[src/design/pcq_regs.svh]
`ifndef PCQ_REGS_SVH
`define PCQ_REGS_SVH

// ==========================================================
// Register map
`define PCQ_ADDR_PAGE 6'h00
`define PCQ_ADDR_CMD 6'h01
`define PCQ_ADDR_QUEUE 6'h02
`define PCQ_PAGE_LOW 3'h0

// ==========================================================
// Page register fields
`define PCQ_PAGE_RST 8'h80
`define PCQ_PAGE_MASK 8'h87
`define PCQ_PAGE_EN_BIT 7

// ==========================================================
// Command register fields
`define PCQ_CMD_RST 6'h00
`define PCQ_CMD_DETECT_BIT 7

// ==========================================================
// Queue geometry
`define PCQ_QUEUE_FULL 7'h40
`define PCQ_COUNT_ZERO 7'h00
`define PCQ_COUNT_ONE 7'h01
`define PCQ_PTR_ONE 6'h01
`define PCQ_SKID_FULL 2'h2
`define PCQ_SKID_ZERO 2'h0
`define PCQ_SKID_ONE 2'h1
`define PCQ_BYTE_ZERO 8'h00

`endif

[src/design/pcq_pkg.sv]
// ==========================================================
// Shared types
package pcq_pkg;

  // Host register access request
  typedef struct packed {
    logic valid;
    logic write;
    logic [2:0] pin_addr;
    logic [5:0] latch_addr;
    logic low_from_pins;
    logic [7:0] wdata;
  } pcq_host_req_t;

  // Host read answer
  typedef struct packed {
    logic valid;
    logic [7:0] rdata;
  } pcq_host_rsp_t;

  // Byte stream beat
  typedef struct packed {
    logic valid;
    logic [7:0] data;
  } pcq_beat_t;

endpackage : pcq_pkg

[src/design/pcq_regs_top.sv]
// Notes on behaviour
// Page register mirrored at every multiple of eight
// Page register resets to 0x80
// Paged mode: page forms address bits 5..3
// Unpaged mode: latch gives whole address
// Command bit 7 shows detection busy
// Writing command field starts that command
// Command read returns executing command code
// Command bits 6..0 clear after reset
// Queue port writes push, reads pop
// Queue carries whole bytes in and out
// Fill count follows pushes and pops
// Reserved bits ignore writes, read zero
`timescale 1ns/1ps
`default_nettype none
`include "pcq_regs.svh"

module pcq_regs_top
(
  // Clock and reset
  input wire logic clk,
  input wire logic rst_b,
  // Host register port
  input wire pcq_pkg::pcq_host_req_t host_req,
  output pcq_pkg::pcq_host_rsp_t host_rsp,
  // Command engine side
  input wire logic host_port_detect_busy,
  input wire logic cmd_done,
  output logic cmd_start,
  output logic [5:0] cmd_code,
  // Page state
  output logic paged_addressing_on,
  output logic [2:0] page_number,
  // Core bytes into the queue
  input wire pcq_pkg::pcq_beat_t core_in,
  output logic core_in_ready,
  // Queue bytes out to the core
  output pcq_pkg::pcq_beat_t core_out,
  input wire logic core_out_ready,
  // Queue level
  output logic [6:0] queue_fill_count
);

  // ==========================================================
  // Helpers

  // Register address from page state and host address sources
  function automatic logic [5:0] form_addr(input logic paged, input logic [2:0] page,
                                           input pcq_pkg::pcq_host_req_t req);
    logic [2:0] low;
    low = req.low_from_pins ? req.pin_addr : req.latch_addr[2:0];
    form_addr = paged ? {page, low} : req.latch_addr;
  endfunction : form_addr

  // Queue pointer step with wrap at depth
  function automatic logic [5:0] ptr_step(input logic [5:0] ptr);
    ptr_step = ptr + `PCQ_PTR_ONE;
  endfunction : ptr_step

  // ==========================================================
  // State

  logic [7:0] page; // Page register contents
  logic [7:0] qmem [64]; // Queue storage, one byte per entry
  logic [5:0] q_wptr; // Queue write pointer
  logic [5:0] q_rptr; // Queue read pointer
  logic [7:0] skid [2]; // Two-entry output buffer
  logic skid_wptr; // Buffer write slot
  logic skid_rptr; // Buffer read slot
  logic [1:0] skid_cnt; // Buffer occupancy

  // ==========================================================
  // Address decode

  wire [5:0] reg_addr = form_addr(paged_addressing_on, page_number, host_req);
  wire host_wr = host_req.valid && host_req.write;
  wire host_rd = host_req.valid && !host_req.write;
  wire hit_page = (reg_addr[2:0] == `PCQ_PAGE_LOW);
  wire hit_cmd = (reg_addr == `PCQ_ADDR_CMD);
  wire hit_queue = (reg_addr == `PCQ_ADDR_QUEUE);

  // ==========================================================
  // Queue control

  wire q_full = (queue_fill_count == `PCQ_QUEUE_FULL);
  wire q_empty = (queue_fill_count == `PCQ_COUNT_ZERO);
  wire host_push = host_wr && hit_queue && !q_full;
  wire host_pop = host_rd && hit_queue && !q_empty;
  wire host_q_busy = host_req.valid && hit_queue;
  wire skid_in_ready = (skid_cnt != `PCQ_SKID_FULL);
  wire skid_out_take = core_out.valid && core_out_ready;
  assign core_in_ready = !q_full && !host_q_busy;
  wire core_push = core_in.valid && core_in_ready;
  wire drain_pop = !q_empty && !host_q_busy && skid_in_ready;
  wire do_push = host_push || core_push;
  wire do_pop = host_pop || drain_pop;
  wire [7:0] push_byte = host_push ? host_req.wdata : core_in.data;
  wire [6:0] next_fill = queue_fill_count + {6'h00, do_push} - {6'h00, do_pop};

  // ==========================================================
  // Answer data selection

  wire [7:0] cmd_view = {host_port_detect_busy, 1'b0, cmd_code};
  wire [7:0] pop_byte = q_empty ? `PCQ_BYTE_ZERO : qmem[q_rptr];
  wire [7:0] next_rdata = hit_page ? page : hit_cmd ? cmd_view : hit_queue ? pop_byte
                          : `PCQ_BYTE_ZERO;

  assign paged_addressing_on = page[`PCQ_PAGE_EN_BIT];
  assign page_number = page[2:0];

  // ==========================================================
  // Page register
  always_ff @(posedge clk)
  begin
    if (!rst_b)
      page <= `PCQ_PAGE_RST;
    else if (host_wr && hit_page)
      page <= host_req.wdata & `PCQ_PAGE_MASK;
  end

  // ==========================================================
  // Command register and start pulse
  always_ff @(posedge clk)
  begin
    if (!rst_b)
    begin
      cmd_code <= `PCQ_CMD_RST;
      cmd_start <= 1'b0;
    end
    else
    begin
      // Host write beats completion in the same cycle
      cmd_start <= host_wr && hit_cmd;
      if (host_wr && hit_cmd)
        cmd_code <= host_req.wdata[5:0];
      else if (cmd_done)
        cmd_code <= `PCQ_CMD_RST;
    end
  end

  // ==========================================================
  // Host read answer
  always_ff @(posedge clk)
  begin
    if (!rst_b)
      host_rsp <= '0;
    else
    begin
      host_rsp.valid <= host_rd;
      host_rsp.rdata <= host_rd ? next_rdata : `PCQ_BYTE_ZERO;
    end
  end

  // ==========================================================
  // Queue storage write
  always_ff @(posedge clk)
  begin
    if (do_push)
      qmem[q_wptr] <= push_byte;
  end

  // ==========================================================
  // Queue pointers and fill count
  always_ff @(posedge clk)
  begin
    if (!rst_b)
    begin
      q_wptr <= '0;
      q_rptr <= '0;
      queue_fill_count <= `PCQ_COUNT_ZERO;
    end
    else
    begin
      if (do_push)
        q_wptr <= ptr_step(q_wptr);
      if (do_pop)
        q_rptr <= ptr_step(q_rptr);
      queue_fill_count <= next_fill;
    end
  end

  // ==========================================================
  // Output buffer storage
  always_ff @(posedge clk)
  begin
    if (drain_pop)
      skid[skid_wptr] <= qmem[q_rptr];
  end

  // ==========================================================
  // Output buffer control
  always_ff @(posedge clk)
  begin
    if (!rst_b)
    begin
      skid_wptr <= 1'b0;
      skid_rptr <= 1'b0;
      skid_cnt <= `PCQ_SKID_ZERO;
    end
    else
    begin
      if (drain_pop)
        skid_wptr <= !skid_wptr;
      if (skid_out_take)
        skid_rptr <= !skid_rptr;
      skid_cnt <= skid_cnt + {1'b0, drain_pop} - {1'b0, skid_out_take};
    end
  end

  // Buffer head to the core, driven as one struct
  wire head_valid = (skid_cnt != `PCQ_SKID_ZERO); // Buffer holds a byte
  wire [7:0] head_byte = skid[skid_rptr]; // Oldest buffered byte
  assign core_out = {head_valid, head_byte};
endmodule : pcq_regs_top

`default_nettype wire

[config.mk]
export PLATFORM = sky130hd
export DESIGN_NAME = pcq_regs_top
export DESIGN_NICKNAME = d
export VERILOG_FILES = /design/src/design/pcq_pkg.sv /design/src/design/pcq_regs_top.sv
export VERILOG_INCLUDE_DIRS = /design/src /design/src/design
export SDC_FILE = /design/constraint.sdc
export NUM_CORES = 1
export LEC_CHECK = 0
export ABC_AREA = 1
export BUFFER_PORTS_ARGS = -buffer_cell sky130_fd_sc_hd__buf_2
export CAP_MARGIN = 25
export CORE_ASPECT_RATIO = 0.5
export CORE_UTILIZATION = 40
export CTS_CLUSTER_DIAMETER = 100
export DETAILED_ROUTE_END_ITERATION = 16
export PLACE_DENSITY_LB_ADDON = 0.12
export RECOVER_POWER = 25
export SLEW_MARGIN = 5
export SYNTH_ARGS = -nofsm -noshare
export SYNTH_HDL_FRONTEND = slang
export SYNTH_SLANG_ARGS = --single-unit
export TNS_END_PERCENT = 10
[constraint.sdc]
create_clock -name clk -period 6.6 [get_ports clk]
set_input_delay 1.32 -clock clk [delete_from_list [all_inputs] [get_ports clk]]
set_output_delay 1.32 -clock clk [all_outputs]
set_load 0.02 [all_outputs]
## Yosys cells after proc, flatten, opt, wreduce, memory -nomap -nowiden

Memories as Yosys holds them, arrays and structs flattened. A register that Yosys moved wholly into a read port is not among the register bits.
Cells that the tools add are included.

- Bits in registers: 43
- Latch bits: 0
- Memory bits (writable): 528
- Memory bits (read-only): 0
- Output and inout bits: 37
- Word-level logic and storage cells: 73
- Memories kept: 2

- Add/sub/neg operators: 6
- Multiply operators: 0
- Div/mod/pow operators: 0
- Magnitude comparators: 0
- Eq/ne operators: 4
- Shifts and indexed selects: 0
- Mux-type cells: 17
- Bitwise operators: 2
- Reduce and logical (&&, ||, !) cells: 29

Memory list:

| memory | depth | width | read ports | clocked after Yosys merged registers in | write ports | RTL line | source |
|---|---|---|---|---|---|---|---|
| qmem | 64 | 8 | 1 | 1 | 1 | pcq_regs_top.sv:64 | `logic [7:0] qmem [64];` |
| skid | 2 | 8 | 1 | 1 | 1 | pcq_regs_top.sv:67 | `logic [7:0] skid [2];` |

Operators by type and width:

| operator | count |
|---|---|
| 2-to-1 mux 8 bit | 5 |
| 2-to-1 mux 6 bit | 5 |
| logical AND 1 bit | 14 |
| adder 6 x 1 -> 6 bit (second input constant) | 2 |
| adder 7 x 1 -> 7 bit | 1 |
| == test 7 bit (second input constant) | 1 |
| logical NOT 7 bit | 1 |
| subtractor 7 x 1 -> 7 bit | 1 |
| == test 6 x 1 -> 1 bit (second input constant) | 1 |
| == test 6 x 2 -> 1 bit (second input constant) | 1 |
| logical NOT 1 bit | 6 |
| 2-to-1 mux 1 bit | 6 |
| OR reduction 5 bit | 1 |
| nonzero test 2 bit | 2 |
| logical NOT 3 bit | 1 |
| 2-to-1 mux 3 bit | 1 |
| adder 2 x 1 -> 2 bit | 1 |
| logical OR 1 bit | 2 |
| != test 2 bit (second input constant) | 1 |
| inverter 1 bit | 2 |
| AND reduction 2 bit | 1 |
| OR reduction 2 bit | 1 |
| subtractor 2 x 1 -> 2 bit | 1 |

## Longest topological paths before layout

- Depth in word-level cells: 10
- Depth in mapped cells: 22
- Gate-level depth less buffers: 22

## Least setup slack after synthesis

OpenSTA, ideal clock, no wires.

- Kind: input-to-reg
- Start point: input port host_req[8] in the netlist's numbering
- End point: memory qmem[0][3] (data pin)
- Setup time: 702 ps
- Arrival: 4775 ps
- Setup slack: 1123 ps
- Cell stages on the path: 9
- Cell sequence: nand2_2 nand2_1 nand2_1 inv_1 nand2_1 nor3_4 nand4_4 clkbuf_1 o21ai_0

- Word-level cells in the longest chain between the ends: 6

RTL lines:

| what | RTL line | source |
|---|---|---|
| start, declared | pcq_regs_top.sv:24 | `input wire pcq_pkg::pcq_host_req_t host_req,` |
| 2-to-1 mux 3 bit | pcq_regs_top.sv:51 | `low = req.low_from_pins ? req.pin_addr : req.latch_addr[2:0];` |
| 2-to-1 mux 6 bit | pcq_regs_top.sv:52 | `form_addr = paged ? {page, low} : req.latch_addr;` |
| == test 6 x 2 -> 1 bit (no line) | -- |  |
| logical AND 1 bit (2 in series) | pcq_regs_top.sv:87 | `wire host_push = host_wr && hit_queue && !q_full;` |
| 2-to-1 mux 8 bit | pcq_regs_top.sv:97 | `wire [7:0] push_byte = host_push ? host_req.wdata : core_in.data;` |
| via push_byte[3] | pcq_regs_top.sv:97 |  |
| end, declared | pcq_regs_top.sv:64 |  |

The timed path passes the listed nets, and every way through them passes these cells.

## Worst setup path after layout

- Start point: input port host_req[8] in the netlist's numbering
- End point: register queue_fill_count[6]

- Word-level cells in the longest chain between the ends: 10
- Elaborated cells between the ends (all ways): 17
- Those cells by class: add/sub: 2; eq/ne: 1; mux: 2; reduce/logical: 12

RTL lines:

| what | RTL line | source |
|---|---|---|
| 2-to-1 mux 3 bit * | pcq_regs_top.sv:51 |  |
| 2-to-1 mux 6 bit * | pcq_regs_top.sv:52 |  |
| == test 6 x 2 -> 1 bit (no line) * | -- |  |
| logical AND 1 bit | pcq_regs_top.sv:89 | `wire host_q_busy = host_req.valid && hit_queue;` |
| logical NOT 1 bit | pcq_regs_top.sv:92, pcq_regs_top.sv:94 |  |
| logical AND 1 bit | pcq_regs_top.sv:92 | `assign core_in_ready = !q_full && !host_q_busy;` |
| logical AND 1 bit | pcq_regs_top.sv:93 | `wire core_push = core_in.valid && core_in_ready;` |
| logical OR 1 bit | pcq_regs_top.sv:95 | `wire do_push = host_push \|\| core_push;` |
| adder 7 x 1 -> 7 bit | pcq_regs_top.sv:98 | `wire [6:0] next_fill = queue_fill_count + {6'h00, do_push} - {6'h00, do_pop};` |
| subtractor 7 x 1 -> 7 bit * | pcq_regs_top.sv:98 |  |
| end signal, assigned | pcq_regs_top.sv:170 | `` queue_fill_count <= `PCQ_COUNT_ZERO; `` |
| end signal, assigned | pcq_regs_top.sv:178 | `queue_fill_count <= next_fill;` |
| end, declared | pcq_regs_top.sv:41 | `output logic [6:0] queue_fill_count` |

Mark *: on every way between the ends. The rest lies on a longest branch, timed or not.
A chain may end at the register's enable or synchronous reset.

==> flow_metrics.py <==
metrics = {
    "cts": {
        "cts-root-buf": "clkbuf_16",
        "holdBufCountCts": 0,
        "cts-resized-gates": 0,
        "insertion_delay_ns": 0.58,
        "cts_setup_buffers": 0,
        "cts_max_level": 2,
        "cts_buffers": 53,
        "clk_pin_slew_ns": 0.07,
        "clockBufferDepth": 3,
        "cts_tree": "done",
        "cts_sinks": 578,
    },
    "global_routing": {
        "grt_pass1_vias": 15110,
        "grt_pass1_wl_um": 95400,
        "grt_overflow": 0,
        "grt_max_degree": 148,
        "track_usage": 0.2107,
        "antenna_found_initial": 1,
    },
    "synthesis": {
        "synth_top_area_cell": "edfxtp_1",
        "syn_inst": 2124,
        "ys_seq_elements": 578,
        "yosys-top-cells-count": "nand2_1 (653), edfxtp_1 (528), nand3_1 (393)",
        "avgSynthCellArea_um2": 11.19,
        "async_reset_ff_frac": 0,
        "synthDistinctLibCells": 37,
        "yosys.area.top_type_share": 0.6673,
        "ys.flop_type": "edfxtp_1",
        "syn_nets": 2172,
        "yosysMostFrequentCell": "nand2_1",
        "synth_edf_count": 528,
        "synth.top_cells.by_area": "edfxtp_1 (67%), nand2_1 (10%), nand3_1 (8.3%)",
        "synth_area_um2": 23760,
        "synth_warnings": 0,
        "synth-seq-area-share": 0.7094,
    },
    "pwr": {
        "power_density_nw_per_um2": 385.1,
        "p_leak_nw": 9.435,
        "p_comb_frac": 0.278,
        "p_int_mw": 6.648,
        "switching_share": 0.3470,
        "p_seq_frac": 0.421,
        "switching_power_mw": 3.533,
        "pwr-share-clk": 0.301,
        "peakVddDrop_mv": 0.5040,
    },
    "setup_path": {
        "cp-start-kind": "primary input",
        "arrival_ns": 5.58,
        "path_class": "in2reg",
        "critPathMaxFanout": 17,
        "worstRegToRegCells": 10,
        "worstPathRequired_ns": 7.07,
        "cp-end-kind": "flop",
        "rrSetupSlack_ns": 1.86,
        "rr_endpoint": "host_rsp[6]",
    },
    "layout": {
        "fin_nets": 2205,
        "multiInputGateArea_um2": 6141,
        "drive_gt1_frac": 0.07133,
        "register_area_um2": 16860,
        "area_growth_pct": 11.27,
        "fillers": 5415,
        "post-route-util": 0.4556,
    },
    "die": {
        "die_x_um": 346.7,
        "row_count": 62,
        "die-area_um2": 60440,
        "ioPinCount": 71,
        "initial_utilization": 0.4095,
        "core-area_um2": 58030,
        "die_h_um": 174.3,
    },
    "detailed_routing": {
        "drc": 0,
        "ant_nets": 0,
        "wl_per_cell_um": 21.57,
        "wirelength_um": 64080,
        "drtIter0Drc": 1458,
        "via_per_inst": 5.285,
        "first_pass_iters": 5,
        "vias": 15700,
    },
    "status": {
        "status": "finished with violations",
        "violations": "max-capacitance violations, max-slew violations",
    },
    "timing": {
        "tightestPinTransition_ns": 2.517,
        "hold_violations": 0,
        "clock_skew_ns": 0.01270,
        "tns_ns": 0,
        "min_period_ns": 5.111,
        "slew_headroom": -0.6781,
        "rsz0062_at_grt": "no",
        "setup_viol": 0,
        "finalCritPeriodShare": 0.7744,
        "slew_viol_final": 181,
        "fmax_ghz": 0.1957,
    },
    "placement": {
        "dp_hpwl_um": 39420,
        "placement.io_buffers": 70,
        "routabilityCongestion": 0.8293,
    },
    "min_path": {
        "min_delay_worst_endpoint": "skid_rptr",
        "hold_class": "reg2reg",
        "hold_start": "skid_rptr",
        "hold_depth": 1,
    },
    "job": {
        "maxCapViolations": 5,
    },
}
stage by stage:
| step | total power, mW | hold WS (ns) | cell area, µm² | cells | setup WS [ns] |
|---|---|---|---|---|---|
| 2_1_floorplan | 6.230 | 0.4257 | 23760 | 2124 | 1.123 |
| 3_3_place_gp | 7.216 | 0.4378 | 24870 | 2868 | 1.759 |
| 3_5_place_dp | 7.223 | 0.4528 | 24890 | 2869 | 1.691 |
| 4_1_cts | 10.26 | 0.4598 | 26600 | 2968 | 2.312 |
| 5_1_grt | 10.70 | 0.4778 | 26440 | 2969 | 1.160 |
| 6_report | 10.18 | 0.4619 | 26440 | 2970 | 1.489 |
registers in the layout (all words and copies together) (netlist names), named ones only:
name	count
q_rptr	6
skid	16
qmem	512
host_rsp	9
queue_fill_count	7
skid_rptr	1
skid_wptr	1
page	4
cmd_start	1
cmd_code	6
q_wptr	6
skid_cnt	2
layer usage:
metal	GRT usage	share of wire
met1	0.3149	0.47
met2	0.3100	0.43
met3	0.05286	0.082
met4	0.04111	0.014
met5	0	0
placed cells by master, fill, tap and decap left out, drive strengths merged:
cell type | synthesis | layout
clkinv | 1 | 22
nor2 | 118 | 118
diode | 0 | 1
dfxtp | 50 | 50
nand2 | 659 | 659
buf | 56 | 54
o211ai | 2 | 2
nor3 | 15 | 15
edfxtp | 528 | 528
a21boi | 1 | 1
nand4 | 5 | 5
o21ai | 73 | 73
a21oi | 49 | 49
xor2 | 3 | 3
o21bai | 2 | 2
nand3 | 393 | 393
bufinv | 0 | 4
xnor2 | 2 | 2
nand3b | 1 | 1
mux2 | 10 | 10
or2 | 1 | 1
clkinvlp | 0 | 2
inv | 66 | 67
ha | 13 | 13
clkbuf | 61 | 112
fa | 1 | 1
o22ai | 14 | 14
cells by family after synthesis:
family | count (synthesis) | share of synthesized area
AOI/OAI and AO/OA | 141 | 0.03128
xor gates and xnor gates | 5 | 0.001843
adders and majority gates | 14 | 0.007688
buffers and inverters | 184 | 0.03081
DFF | 578 | 0.7094
muxes | 10 | 0.004739
and+or+nand+nor | 1192 | 0.2142
cell type report:
type                            count  area share
Timing Repair Buffer               95     0.01884
Tap cell                          768     0.03635
Sequential cell                   578      0.6379
Antenna cell                        1  0.00009465
Clock inverter                     28    0.009276
Inverter                           67    0.009796
Multi-Input combinational cell   1362      0.2323
Clock buffer                       71     0.05547
power by group through the flow:
stage	Clock [mW]	Combinational, mW	Sequential [mW]
finish	3.06	2.83	4.29
global route	3.26	3.14	4.30
CTS	3.11	2.87	4.29
detailed placement	0	2.86	4.37
global placement	0	2.85	4.37
floorplan	0	1.91	4.32
worst max-delay path, stage by stage:
cell      delay (ns)
clkbuf_1        0.09
nand2_1         0.12
o21ai_2         0.20
inv_2           0.06
nor3_1          0.46
nand4_4         0.36
nand2_1         0.65
inv_1           0.44
ha_1            0.40
inv_1           0.04
ha_1            0.21
fa_1            0.44
nand2_1         0.09
nand2_1         0.05
a21oi_1         0.19
nor2_1          0.06
nor2_1          0.09
o21bai_1        0.08
o21ai_0         0.15
a21oi_1         0.06
worst max-delay path by stage:
stage	depth (start not counted)	slack, ns	end	from
2_1_floorplan	9	1.12	qmem[0][3]	host_req[8]
3_3_place_gp	22	1.76	queue_fill_count[6]	host_req[8]
3_5_place_dp	22	1.69	queue_fill_count[6]	host_req[8]
4_1_cts	22	2.31	queue_fill_count[6]	host_req[8]
5_1_grt	11	1.16	qmem[55][4]	host_req[8]
6_report	20	1.49	queue_fill_count[6]	host_req[8]
Note: power is estimated with default switching activity, not from simulation.
